File: config.mk
export PLATFORM = sky130hd
export DESIGN_NAME = cca_top
export DESIGN_NICKNAME = d
export VERILOG_FILES = /design/src/design/cca_ccm.sv /design/src/design/cca_top.sv
export SDC_FILE = /design/constraint.sdc
export NUM_CORES = 1
export LEC_CHECK = 0
export BUFFER_PORTS_ARGS = -buffer_cell sky130_fd_sc_hd__buf_2
export CORE_MARGIN = 3
export CORE_UTILIZATION = 55
export CTS_CLUSTER_DIAMETER = 100
export DETAILED_ROUTE_END_ITERATION = 8
export PLACE_DENSITY = 0.83
export SLEW_MARGIN = 20
export SYNTH_ARGS = -nofsm -noshare
export SYNTH_HDL_FRONTEND = slang
export SYNTH_SLANG_ARGS = --single-unit
export TNS_END_PERCENT = 30
File: constraint.sdc
create_clock -name clock_i -period 7.1 [get_ports clock_i]
set_input_delay 1.065 -clock clock_i [delete_from_list [all_inputs] [get_ports clock_i]]
set_output_delay 1.065 -clock clock_i [all_outputs]
set_load 0.02 [all_outputs]
File: src/design/cca_ccm.sv
// Shared constants and one compare/capture module of the counter array
`default_nettype none

package cca_pkg;
	localparam int          CCA_CNT_W      = 16;
	localparam int          CCA_NUM_MOD    = 2;
	localparam logic [15:0] CCA_CNT_RST    = 16'h0000;
	localparam logic [15:0] CCA_CNT_MAX    = 16'hffff;
	localparam logic [2:0]  CCA_DIV6_LAST  = 3'h5;
	localparam logic [2:0]  CCA_PRE_RST    = 3'h0;
	localparam int          CCA_PWM_W      = 8;
	localparam logic [1:0]  CCA_SRC_DIV6   = 2'h0;
	localparam logic [1:0]  CCA_SRC_DIV2   = 2'h1;
	localparam logic [1:0]  CCA_SRC_T0OVF  = 2'h2;
	localparam logic [1:0]  CCA_SRC_EXT    = 2'h3;

	typedef enum logic [2:0] {
		CCA_MODE_OFF,
		CCA_MODE_CAP_RISE,
		CCA_MODE_CAP_FALL,
		CCA_MODE_CAP_BOTH,
		CCA_MODE_SW_TIMER,
		CCA_MODE_HS_OUT,
		CCA_MODE_PWM
	} cca_mode_type;

	// Modes in which the module owns its pin as an output
	function automatic logic cca_drives_pin(input cca_mode_type m);
		return (m == CCA_MODE_HS_OUT) || (m == CCA_MODE_PWM);
	endfunction : cca_drives_pin
endpackage : cca_pkg

module cca_ccm (
	// Clock and synchronised reset
	input  wire logic                       clock_i,
	input  wire logic                       rst_n_i,
	// Configuration
	input  wire cca_pkg::cca_mode_type      mode_i,
	input  wire logic [15:0]                cmp_i,
	// Shared time base
	input  wire logic [15:0]                count_i,
	input  wire logic                       tick_i,
	// Pin and flag handling
	input  wire logic                       pin_i,
	input  wire logic                       flag_clr_i,
	output logic      [15:0]                capture_o,
	output logic                            flag_o,
	output logic                            level_o
);
	import cca_pkg::*;

	logic        pin_prev_q, pin_prev_d;
	logic [15:0] cap_q, cap_d;
	logic        flag_q, flag_d;
	logic        lvl_q, lvl_d;
	logic        rise, fall, cap_evt, match, func_evt;

	always_comb begin
		rise     = pin_i & ~pin_prev_q;
		fall     = ~pin_i & pin_prev_q;
		match    = tick_i && (count_i == cmp_i);
		cap_evt  = 1'b0;
		// mode selection
		case (mode_i)
			CCA_MODE_CAP_RISE: cap_evt = rise;
			CCA_MODE_CAP_FALL: cap_evt = fall;
			CCA_MODE_CAP_BOTH: cap_evt = rise | fall;
			default:           cap_evt = 1'b0;
		endcase
		func_evt   = cap_evt
			|| (match && (mode_i == CCA_MODE_SW_TIMER || mode_i == CCA_MODE_HS_OUT));
		pin_prev_d = pin_i;
		cap_d      = cap_evt ? count_i : cap_q;
		// flag on function, set wins
		flag_d     = func_evt | (flag_q & ~flag_clr_i);
		lvl_d      = lvl_q;
		if (mode_i == CCA_MODE_HS_OUT && match) begin
			lvl_d = ~lvl_q;
		end else if (mode_i == CCA_MODE_PWM) begin
			lvl_d = count_i[CCA_PWM_W-1:0] >= cmp_i[CCA_PWM_W-1:0];
		end
	end

	always_ff @(posedge clock_i or negedge rst_n_i) begin
		if (!rst_n_i) begin
			// Idle pin level is the pull-up high, so no false edge after reset
			pin_prev_q <= 1'b1;
			cap_q      <= CCA_CNT_RST;
			flag_q     <= 1'b0;
			lvl_q      <= 1'b0;
		end else begin
			pin_prev_q <= pin_prev_d;
			cap_q      <= cap_d;
			flag_q     <= flag_d;
			lvl_q      <= lvl_d;
		end
	end

	assign capture_o = cap_q;
	assign flag_o    = flag_q;
	assign level_o   = lvl_q;

	property p_capture_value;
		@(posedge clock_i) disable iff (!rst_n_i)
		(mode_i == CCA_MODE_CAP_BOTH && pin_i != pin_prev_q) |=> (cap_q == $past(count_i)) && flag_q;
	endproperty
	a_capture_value: assert property (p_capture_value) else $error("capture missed count");

	property p_sw_timer_flag;
		@(posedge clock_i) disable iff (!rst_n_i)
		(mode_i == CCA_MODE_SW_TIMER && tick_i && count_i == cmp_i) |=> flag_q;
	endproperty
	a_sw_timer_flag: assert property (p_sw_timer_flag) else $error("timer match flag not set");

	property p_hso_toggle;
		@(posedge clock_i) disable iff (!rst_n_i)
		(mode_i == CCA_MODE_HS_OUT && match) |=> (lvl_q != $past(lvl_q)) && flag_q;
	endproperty
	a_hso_toggle: assert property (p_hso_toggle) else $error("high-speed output not toggled");
endmodule : cca_ccm

`default_nettype wire

File: src/design/cca_top.sv
// Counter array: shared 16-bit time base with two compare/capture modules
`default_nettype none

// Behaviour
// One dedicated 16-bit timer is the common time base for both compare/capture modules.
// Two select bits pick the timer source: clock/6, clock/2, each Timer 0 overflow, or the external count pin.
// Each module runs in capture on rising, falling or both edges, software timer, high-speed output or PWM mode.
// In capture, software timer and high-speed output modes a module raises a flag when it performs its function.
// The timer overflow flag and both module flags merge into one interrupt request.
// The count pin and the two module pins are dedicated, and pins not used by the array act as plain I/O. Software timer mode forces its pin to input.
// The timer wraps from all ones to zero and sets an overflow flag that software clears.
module cca_top (
	// Clock and reset
	input  wire logic                  clock_i,
	input  wire logic                  resetn_i,
	// Time base control
	input  wire logic                  run_i,
	input  wire logic                  count_source_sel_hi_i,
	input  wire logic                  count_source_sel_lo_i,
	input  wire logic                  t0_overflow_i,
	input  wire logic                  ovf_clr_i,
	// Module configuration
	input  wire cca_pkg::cca_mode_type module0_mode_i,
	input  wire cca_pkg::cca_mode_type module1_mode_i,
	input  wire logic [15:0]           module0_cmp_i,
	input  wire logic [15:0]           module1_cmp_i,
	input  wire logic [1:0]            module_int_en_i,
	input  wire logic [1:0]            module_flag_clr_i,
	// Pins: external count, module 0, module 1
	input  wire logic                  ext_count_in_i,
	input  wire logic                  module0_io_i,
	input  wire logic                  module1_io_i,
	input  wire logic                  ext_count_use_i,
	input  wire logic [2:0]            gpio_out_i,
	input  wire logic [2:0]            gpio_oe_i,
	output logic                       ext_count_in_o,
	output logic                       ext_count_in_oe_o,
	output logic                       module0_io_o,
	output logic                       module0_io_oe_o,
	output logic                       module1_io_o,
	output logic                       module1_io_oe_o,
	// Status
	output logic [15:0]                count_o,
	output logic [15:0]                module0_capture_o,
	output logic [15:0]                module1_capture_o,
	output logic                       ovf_flag_o,
	output logic [1:0]                 module_flag_o,
	output logic                       irq_o
);
	import cca_pkg::*;

	logic        rst_meta_q, rst_sync_q;
	logic [2:0]  pre_q, pre_d;
	logic        div2_q, div2_d;
	logic        ext_prev_q, ext_prev_d;
	logic [15:0] cnt_q, cnt_d;
	logic        ovf_q, ovf_d;
	logic        irq_q, irq_d;
	logic [2:0]  pin_out_q, pin_out_d, pin_oe_q, pin_oe_d;
	logic [15:0] cap_q [CCA_NUM_MOD];
	logic [15:0] cap_d [CCA_NUM_MOD];
	logic [1:0]  sel;
	logic        div6_pulse, ext_fall, tick, wrap;
	logic [1:0]  mflag, mlevel;
	logic [15:0] mcap [CCA_NUM_MOD];
	cca_mode_type mmode [CCA_NUM_MOD];
	logic [15:0] mcmp [CCA_NUM_MOD];
	logic [1:0]  mpin;

	// Reset release through two flops
	always_ff @(posedge clock_i or negedge resetn_i) begin
		if (!resetn_i) begin
			rst_meta_q <= 1'b0;
			rst_sync_q <= 1'b0;
		end else begin
			rst_meta_q <= 1'b1;
			rst_sync_q <= rst_meta_q;
		end
	end

	assign mmode[0] = module0_mode_i;
	assign mmode[1] = module1_mode_i;
	assign mcmp[0]  = module0_cmp_i;
	assign mcmp[1]  = module1_cmp_i;
	assign mpin     = {module1_io_i, module0_io_i};

	// Time base
	always_comb begin
		sel        = {count_source_sel_hi_i, count_source_sel_lo_i};
		div6_pulse = run_i && (pre_q == CCA_DIV6_LAST);
		ext_fall   = ext_prev_q & ~ext_count_in_i;
		// source select
		case (sel)
			CCA_SRC_DIV6:  tick = div6_pulse;
			CCA_SRC_DIV2:  tick = run_i && div2_q;
			CCA_SRC_T0OVF: tick = run_i && t0_overflow_i;
			CCA_SRC_EXT:   tick = run_i && ext_fall;
			default:       tick = 1'b0;
		endcase
		pre_d      = pre_q;
		div2_d     = div2_q;
		if (run_i) begin
			pre_d  = (pre_q == CCA_DIV6_LAST) ? CCA_PRE_RST : pre_q + 3'h1;
			div2_d = ~div2_q;
		end
		ext_prev_d = ext_count_in_i;
		wrap       = tick && (cnt_q == CCA_CNT_MAX);
		// shared counter, R07 wrap
		cnt_d      = tick ? cnt_q + 16'h0001 : cnt_q;
		ovf_d      = wrap | (ovf_q & ~ovf_clr_i);
		// merged request
		irq_d      = ovf_q | (|(mflag & module_int_en_i));
	end

	always_ff @(posedge clock_i or negedge rst_sync_q) begin
		if (!rst_sync_q) begin
			pre_q      <= CCA_PRE_RST;
			div2_q     <= 1'b0;
			ext_prev_q <= 1'b0;
			cnt_q      <= CCA_CNT_RST;
			ovf_q      <= 1'b0;
			irq_q      <= 1'b0;
		end else begin
			pre_q      <= pre_d;
			div2_q     <= div2_d;
			ext_prev_q <= ext_prev_d;
			cnt_q      <= cnt_d;
			ovf_q      <= ovf_d;
			irq_q      <= irq_d;
		end
	end

	// Compare/capture modules
	generate
		for (genvar g = 0; g < CCA_NUM_MOD; g++) begin : g_mod
			cca_ccm u_ccm (
				.clock_i    (clock_i),
				.rst_n_i    (rst_sync_q),
				.mode_i     (mmode[g]),
				.cmp_i      (mcmp[g]),
				.count_i    (cnt_q),
				.tick_i     (tick),
				.pin_i      (mpin[g]),
				.flag_clr_i (module_flag_clr_i[g]),
				.capture_o  (mcap[g]),
				.flag_o     (mflag[g]),
				.level_o    (mlevel[g])
			);
		end
	endgenerate

	// Pin ownership and output registers
	always_comb begin
		pin_out_d = gpio_out_i;
		pin_oe_d  = gpio_oe_i;
		// claimed pins
		if (ext_count_use_i) begin
			pin_oe_d[0] = 1'b0;
		end
		for (int i = 0; i < CCA_NUM_MOD; i++) begin
			cap_d[i] = mcap[i];
			if (cca_drives_pin(mmode[i])) begin
				pin_out_d[i+1] = mlevel[i];
				pin_oe_d[i+1]  = 1'b1;
			end else if (mmode[i] != CCA_MODE_OFF) begin
				pin_oe_d[i+1]  = 1'b0;
			end
		end
	end

	always_ff @(posedge clock_i or negedge rst_sync_q) begin
		if (!rst_sync_q) begin
			pin_out_q <= 3'h0;
			pin_oe_q  <= 3'h0;
			for (int i = 0; i < CCA_NUM_MOD; i++) begin
				cap_q[i] <= CCA_CNT_RST;
			end
		end else begin
			pin_out_q <= pin_out_d;
			pin_oe_q  <= pin_oe_d;
			for (int i = 0; i < CCA_NUM_MOD; i++) begin
				cap_q[i] <= cap_d[i];
			end
		end
	end

	assign ext_count_in_o    = pin_out_q[0];
	assign ext_count_in_oe_o = pin_oe_q[0];
	assign module0_io_o      = pin_out_q[1];
	assign module0_io_oe_o   = pin_oe_q[1];
	assign module1_io_o      = pin_out_q[2];
	assign module1_io_oe_o   = pin_oe_q[2];
	assign count_o           = cnt_q;
	assign module0_capture_o = cap_q[0];
	assign module1_capture_o = cap_q[1];
	assign ovf_flag_o        = ovf_q;
	assign module_flag_o     = mflag;
	assign irq_o             = irq_q;

	property p_count_step;
		@(posedge clock_i) disable iff (!rst_sync_q)
		tick |=> cnt_q == $past(cnt_q) + 16'h0001;
	endproperty
	a_count_step: assert property (p_count_step) else $error("counter did not step by one");

	property p_div6_spacing;
		@(posedge clock_i) disable iff (!rst_sync_q)
		div6_pulse |=> !div6_pulse [*5];
	endproperty
	a_div6_spacing: assert property (p_div6_spacing) else $error("divide-by-six ticks too close");

	property p_div2_tick;
		@(posedge clock_i) disable iff (!rst_sync_q)
		(sel == CCA_SRC_DIV2 && run_i && tick) ##1 (sel == CCA_SRC_DIV2) |-> !tick && !div2_q;
	endproperty
	a_div2_tick: assert property (p_div2_tick) else $error("divide-by-two phase wrong");

	property p_irq_merge;
		@(posedge clock_i) disable iff (!rst_sync_q)
		(ovf_q || |(mflag & module_int_en_i)) |=> irq_q;
	endproperty
	a_irq_merge: assert property (p_irq_merge) else $error("merged request missing");

	property p_pin_release;
		@(posedge clock_i) disable iff (!rst_sync_q)
		(module0_mode_i == CCA_MODE_OFF) |=> module0_io_oe_o == $past(gpio_oe_i[1]);
	endproperty
	a_pin_release: assert property (p_pin_release) else $error("unused pin not plain I/O");

	property p_wrap;
		@(posedge clock_i) disable iff (!rst_sync_q)
		wrap |=> (cnt_q == CCA_CNT_RST) && ovf_q;
	endproperty
	a_wrap: assert property (p_wrap) else $error("wrap or overflow flag wrong");

	c_wrap:    cover property (@(posedge clock_i) disable iff (!rst_sync_q) wrap);
	c_irq:     cover property (@(posedge clock_i) disable iff (!rst_sync_q) $rose(irq_q));
	c_ext_cnt: cover property (@(posedge clock_i) disable iff (!rst_sync_q) sel == CCA_SRC_EXT && tick);
endmodule : cca_top

`default_nettype wire

# Word level (Yosys, flattened, before mapping)
# Index checks and enable logic that the tools add are counted.
# classes
reduce_logical	23
bitwise	26
eq_ne	19
n_lt_le_gt_ge	2
mux	15
addsub	2
# op_table
cell	count
16-bit == test	2
3-bit == test (second input constant)	7
16-bit by 1-bit adder with 16-bit output (second input constant)	1
16-bit == test (second input constant)	1
8-bit >= comparator	2
3-bit by 2-bit == test with 1-bit output (second input constant)	4
1-bit logical AND	11
1-bit 2-to-1 mux	11
1-bit inverter	11
1-bit bitwise AND	8
3-bit by 1-bit == test with 1-bit output (second input constant)	2
1-bit logical OR	6
1-bit OR	6
1-bit case mux with 3 select lines	2
3-bit nonzero test	2
2-bit == test (second input constant)	2
1-bit case mux with 4 select lines	1
2-bit nonzero test	2
3-bit by 1-bit adder with 3-bit output (second input constant)	1
3-bit 2-to-1 mux	1
2-bit bitwise AND	1
2-bit by 1-bit == test with 1-bit output (second input constant)	1
2-bit zero test	1
2-bit OR reduction	1
# word_totals
inputBits	59
out_inout_bits	58
wordCells	107
regBits	101

# Depth between registers and ports, before layout
# logic_depth
word_depth	8
mapped_depth	8
ltp_nobuf	7

# Cells and area by module
# From an unflattened synthesis, not the netlist that was laid out.
# hier_totals
hier_cells	338
hier_area_um2	4421.7
# modules_own_cells
module	area_per_inst_um2	n_inst	cells_per_inst	seq_area_each_um2
cca_ccm	1117.3	2	94	476.7
cca_top	2187.1	1	150	1576.5

# Worst setup path after synthesis
# OpenSTA, ideal clock, no wires.
# synth_path
path_type	input -> register
startpoint	input module0_io_i
endpoint	register g_mod[0].u_ccm.cap_q[10]
n_path_buf	1
t_arrival_ns	2.297
setup_slack_ns	4.678
required_time_ns	6.975
setup_ns	0.125
stages	7
cell_sequence	inv_1 ha_1 nor2b_4 o21ai_2 a21oi_4 buf_12 mux2_4
# synth_between
elab_chain_len	4
word_cells_on_any_way	5
classes_between	mux (1); bitwise (4)
# synth_lines
item	line_no	rtl
start: declaration	cca_top.sv:31	input wire logic module0_io_i,
1-bit inverter	cca_ccm.sv:60	fall = ~pin_i & pin_prev_q;
1-bit bitwise AND	cca_ccm.sv:60	
1-bit OR	cca_ccm.sv:67	CCA_MODE_CAP_BOTH: cap_evt = rise | fall;
1-bit case mux with 3 select lines *	cca_ccm.sv:64	case (mode_i)
end signal: assignment	cca_ccm.sv:93	cap_q <= cap_d;
end: declaration	cca_ccm.sv:53	logic [15:0] cap_q, cap_d;
# Mark *: on every way between the ends. The rest lies on a longest branch, timed or not.
# A chain may end at the register's enable or synchronous reset.

# Worst setup path in the final report
# layout_path
startpoint	input module1_io_i
endpoint	register g_mod[1].u_ccm.cap_q[1]
# layout_between
elab_chain_len	4
word_cells_on_any_way	5
classes_between	mux (1); bitwise (4)
# layout_lines
item	line_no	rtl
start: declaration	cca_top.sv:32	input wire logic module1_io_i,
1-bit inverter	cca_ccm.sv:60	
1-bit bitwise AND	cca_ccm.sv:60	
1-bit OR	cca_ccm.sv:67	
1-bit case mux with 3 select lines *	cca_ccm.sv:64	
end signal: assignment	cca_ccm.sv:93	
end: declaration	cca_ccm.sv:53	
# Marks and branches as above.

==> impl.org <==
** Clock tree
- Clock tree from TritonCTS :: yes
- The clock tree synthesis step divided the H-tree into 3 levels.
- Clock tree synthesis found a total of 101 sinks.
- The number of setup buffers added after CTS is 0.
- Maximum root-to-sink buffer count :: 2
- CTS clk-pin slew, worst paths :: 0.11 ns
- CTS root buf :: sky130_fd_sc_hd__clkbuf_8
- Num CTS Buffers :: 9
- Hold buffer count at cts :: 0
- Gates resized during post-CTS repair numbered 0.
- The clock reaches the later pin of the worst-skew pair after 0.37 ns.

** Logic synthesis
- A synthesized cell averages 13.4 µm².
- Post-synthesis sequential element count :: 101
- Post-synthesis instance area :: 4510 µm²
- When the netlist entered floorplanning its net count stood at between 400 and 500.
- By area, the combinational part of the netlist is dominated by simple AND/OR/NAND/NOR gates.
- Yosys mapped a number of flops with a built-in enable equal to 0.
- After Yosys synthesis, and, or, nand and nor cells account for 10.7% of the synthesized area.
- Ranked by total cell area, the synthesized netlist is headed by sky130_fd_sc_hd__dfrtp_1 55%, sky130_fd_sc_hd__mux2_4 6.0%, sky130_fd_sc_hd__ha_1 5.8%, sky130_fd_sc_hd__xnor2_1 4.5%, sky130_fd_sc_hd__mux2_2 4.2%.
- Summed over all instances, the cell type with the most area after synthesis is sky130_fd_sc_hd__dfrtp_1.
- Primary flip-flop cell chosen by synthesis mapping :: sky130_fd_sc_hd__dfrtp_1
- Compound-gate portion of the synthesized area :: 4.24%
- Post-synthesis cell count :: 337
- Counting flops with an async set or reset pin after synthesis yields a share of 100%.
- Of the post-synthesis cell area, the part taken by muxes is 10.7%.
- Adder and majority cell fraction of the synthesized area :: approximately 5.8%
- Of the total synthesized cell area, the portion taken by XOR and XNOR cells is 6.80%.
- Summed over its instances, the top area cell type makes up 54.9% of the synthesized netlist area.
- Seq/Total Area, Yosys :: 56.1%
- Yosys warning total :: 0
- The synthesized netlist contains 44 unique library cells.

** Worst setup path
- Data on the critical path arrives at its endpoint at 2.76 ns.
- Buffers plus inverters on the worst setup path :: 2
- Along the worst path, the maximum fanout reaches 17.
- For this design, the slowest cell found on the critical path is sky130_fd_sc_hd__a21oi_4.
- In this run the number of cells on the critical path is 7.
- STA classifies the critical path startpoint as a primary input.
- Delay-heaviest family, CP :: compound AO/OA/AOI/OAI gates
- Critical Path Sink Type :: flop
- Largest stage delay on the critical path :: 0.62 ns
- Crit path required time :: 7.36 ns
- Walking the worst path, the cells encountered are buf_2 -> inv_1 -> ha_1 -> nor2b_4 -> o21ai_2 -> a21oi_4 -> mux2_2.
- R2R cell count :: 5
- Start-to-end type of the worst setup path :: in2reg

** Floorplanning
- The die is 96.6 µm tall.
- Num ports :: 117
- Rows :: 32
- Die Width :: 96.6 µm
- The floorplan step defined a die boundary enclosing 9320 µm².
- For this configuration, the core starts out at a cell density of 57.5%.
- The core region is 7850 µm².

** STA
- At the pin with the least slew margin, the transition time is around 0.76 ns.
- Final count of hold timing violations :: 0
- Maximum clock skew at final layout :: 0.0203 ns
- Derived from the worst setup path, the maximum achievable clock frequency is 399 MHz.
- Measured against its own limit, the worst slew margin works out to 49.1%.
- Setup violations, final :: 0
- Final Max Slew Viols :: 0
- Setup repair after global routing left no endpoint under its margin.
- Final period utilization :: between 30% and 40%
- After routing, the total negative slack on setup checks comes to 0 ns.
- Subtracting the final worst setup slack from the clock period gives 2.51 ns.

** Pwr
- Cell internal power was estimated by the tool at around 970 µW.
- Combinational logic is responsible for between 20% and 30% of the overall power.
- Design Power :: 1.44 mW
- Proportion of power drawn by the clock network :: 26.1%
- The worst-case IR drop observed on VDD is 0.191 mV.
- Power spread over the standard cell area amounts to 273 nW/µm².
- Of the total power, registers draw 52.3%.
- Leakage Power :: 2.79 nW
- Switch Pwr :: around 460 µW
- Switching share of power :: approximately a third

** Placed design
- The congestion estimate from routability-driven global placement came to 0.821.
- Detailed placement ended at an HPWL of 6.59 mm.
- During placement, the flow inserted port buffers numbering 116.

** Detailed routing
- Starting DRT DRC Count :: 141
- Total number of vias :: between 2,000 and 3,000
- Antenna-violating nets left :: 0
- After detailed routing, the average wire length per cell comes to 16.5 µm.
- Pre-antenna DRT Iters :: 4
- Using the TritonRoute via totals, the vias-per-cell ratio works out to 5.25.
- Wirelength, routed :: 9.11 mm
- DRC violation count after routing :: 0

** Global routing
- Via count of the first global-routing pass :: around 2,900
- Entering global routing, the biggest net connects between 60 and 70 pins.
- Global routing finished with a remaining overflow of 0.
- Global-route wire length before repair :: 14.2 mm
- The initial antenna violation count is 0.
- Global routing used 20.5% of the available tracks.

** Finish
- Area growth from synthesis to layout :: 16.9%
- In the final design database the tool counted approximately 530 nets.
- Fraction of final layout cells with drive strength greater than 1 :: 41.7%
- Ant. Diodes :: 0
- Final design utilization :: 67.2%

** Run status
- Result of the run :: finished, final reports clean

** Worst hold path
- Worst min-delay path category :: reg2async

** Job
- Max capacitance violation total :: 0
## registers in the layout, summed over array words and instances (netlist names)
name,cells
irq_o,1
count_o,16
div2_q,1
g_mod.u_ccm.pin_prev_q,2
module0_capture_o,16
module1_capture_o,16
ovf_flag_o,1
pin_out_q,3
ext_prev_q,1
rst_sync_q,1
g_mod.u_ccm.capture_o,32
pin_oe_q,3
pre_q,3
g_mod.u_ccm.flag_o,2
g_mod.u_ccm.level_o,2
rst_meta_q,1
## final timing paths
kind	from	end	slack, ns
max reg2reg	g_mod[0].u_ccm.pin_prev_q	g_mod[0].u_ccm.capture_o[0]	4.97
max	module1_io_i	g_mod[1].u_ccm.capture_o[1]	4.59
min in group clock_i	rst_meta_q	rst_sync_q	0.36
min reg2reg	rst_sync_q	pin_oe_q[0]	0.31
max in group asynchronous	rst_sync_q	g_mod[0].u_ccm.capture_o[12]	5.65
min	rst_sync_q	pin_oe_q[0]	0.31
## cell type report
type	count	area (µm²)
fillers	591	2570
well taps	102	128
clock inverters	6	81.3
repair buffers	117	588
multi-input cells	194	1730
inverters	23	86.3
flip-flops and latches	101	2530
clock buffers	10	128
## layout by cell type, fill, tap and decap left out, drive strengths merged, types with 2 or more instances in the layout
cell	synthesis	routed
and3	5	5
o21ai	6	6
a21o	3	3
o21bai	2	2
or4b	2	2
clkinv	0	3
xnor2	23	23
a2111oi	2	2
xor2	12	12
dfrtp	99	99
nand3b	4	4
nand2	18	18
nand3	12	12
dfstp	2	2
mux2	35	35
nor4b	2	2
buf	18	117
clkbuf	1	10
a21oi	9	9
nand4	14	14
and4	2	2
mux2i	2	2
nor2b	7	7
ha	21	21
o211ai	2	2
inv	23	25
or2	2	2
nor3	2	2
nor4	2	2
## layer usage
layer,track usage [%],vias up,wire length (µm)
li1,-,1365,-
met1,28.4,1417,4120
met2,32.1,106,4210
met3,4.49,13,654
met4,7.01,0,127
met5,0,-,0
## metrics by stage
stage	hold WS [ns]	area, µm²	cells	setup WS, ns
after floorplan	0.331	4510	337	4.08
after global placement	0.311	5060	537	4.27
after detailed placement	0.314	5060	537	4.18
after CTS	0.328	5270	553	4.58
after global routing	0.363	5270	553	4.53
final	0.313	5270	553	4.59
## synthesized netlist by cell type, drive strengths merged (6+ instances only)
cell and n:
nand4 14, xor2 12, a21oi 9, inv 23, nand3 12, ha 21, xnor2 23, buf 18
nor2b 7, nand2 18, mux2 35, o21ai 6, dfrtp 99
## kinds of logic after synthesis
family                   Yosys count
buffers and inverters             42
AO/OA/AOI/OAI                     26
AND/OR/NAND/NOR                   74
XOR/XNOR                          35
multiplexers                      37
adder cells (fa/ha/maj)           21
other                              1
flip-flops                       101
## power groups by stage
stage	clock (mW)	sequential, mW	combinational, mW
after CTS	0.381	0.754	0.314
after detailed placement	0	0.763	0.313
after floorplan	0	0.800	0.155
after global placement	0	0.763	0.297
after global routing	0.409	0.766	0.345
final	0.375	0.752	0.310
No activity file was read; power rests on OpenSTA's default activity.
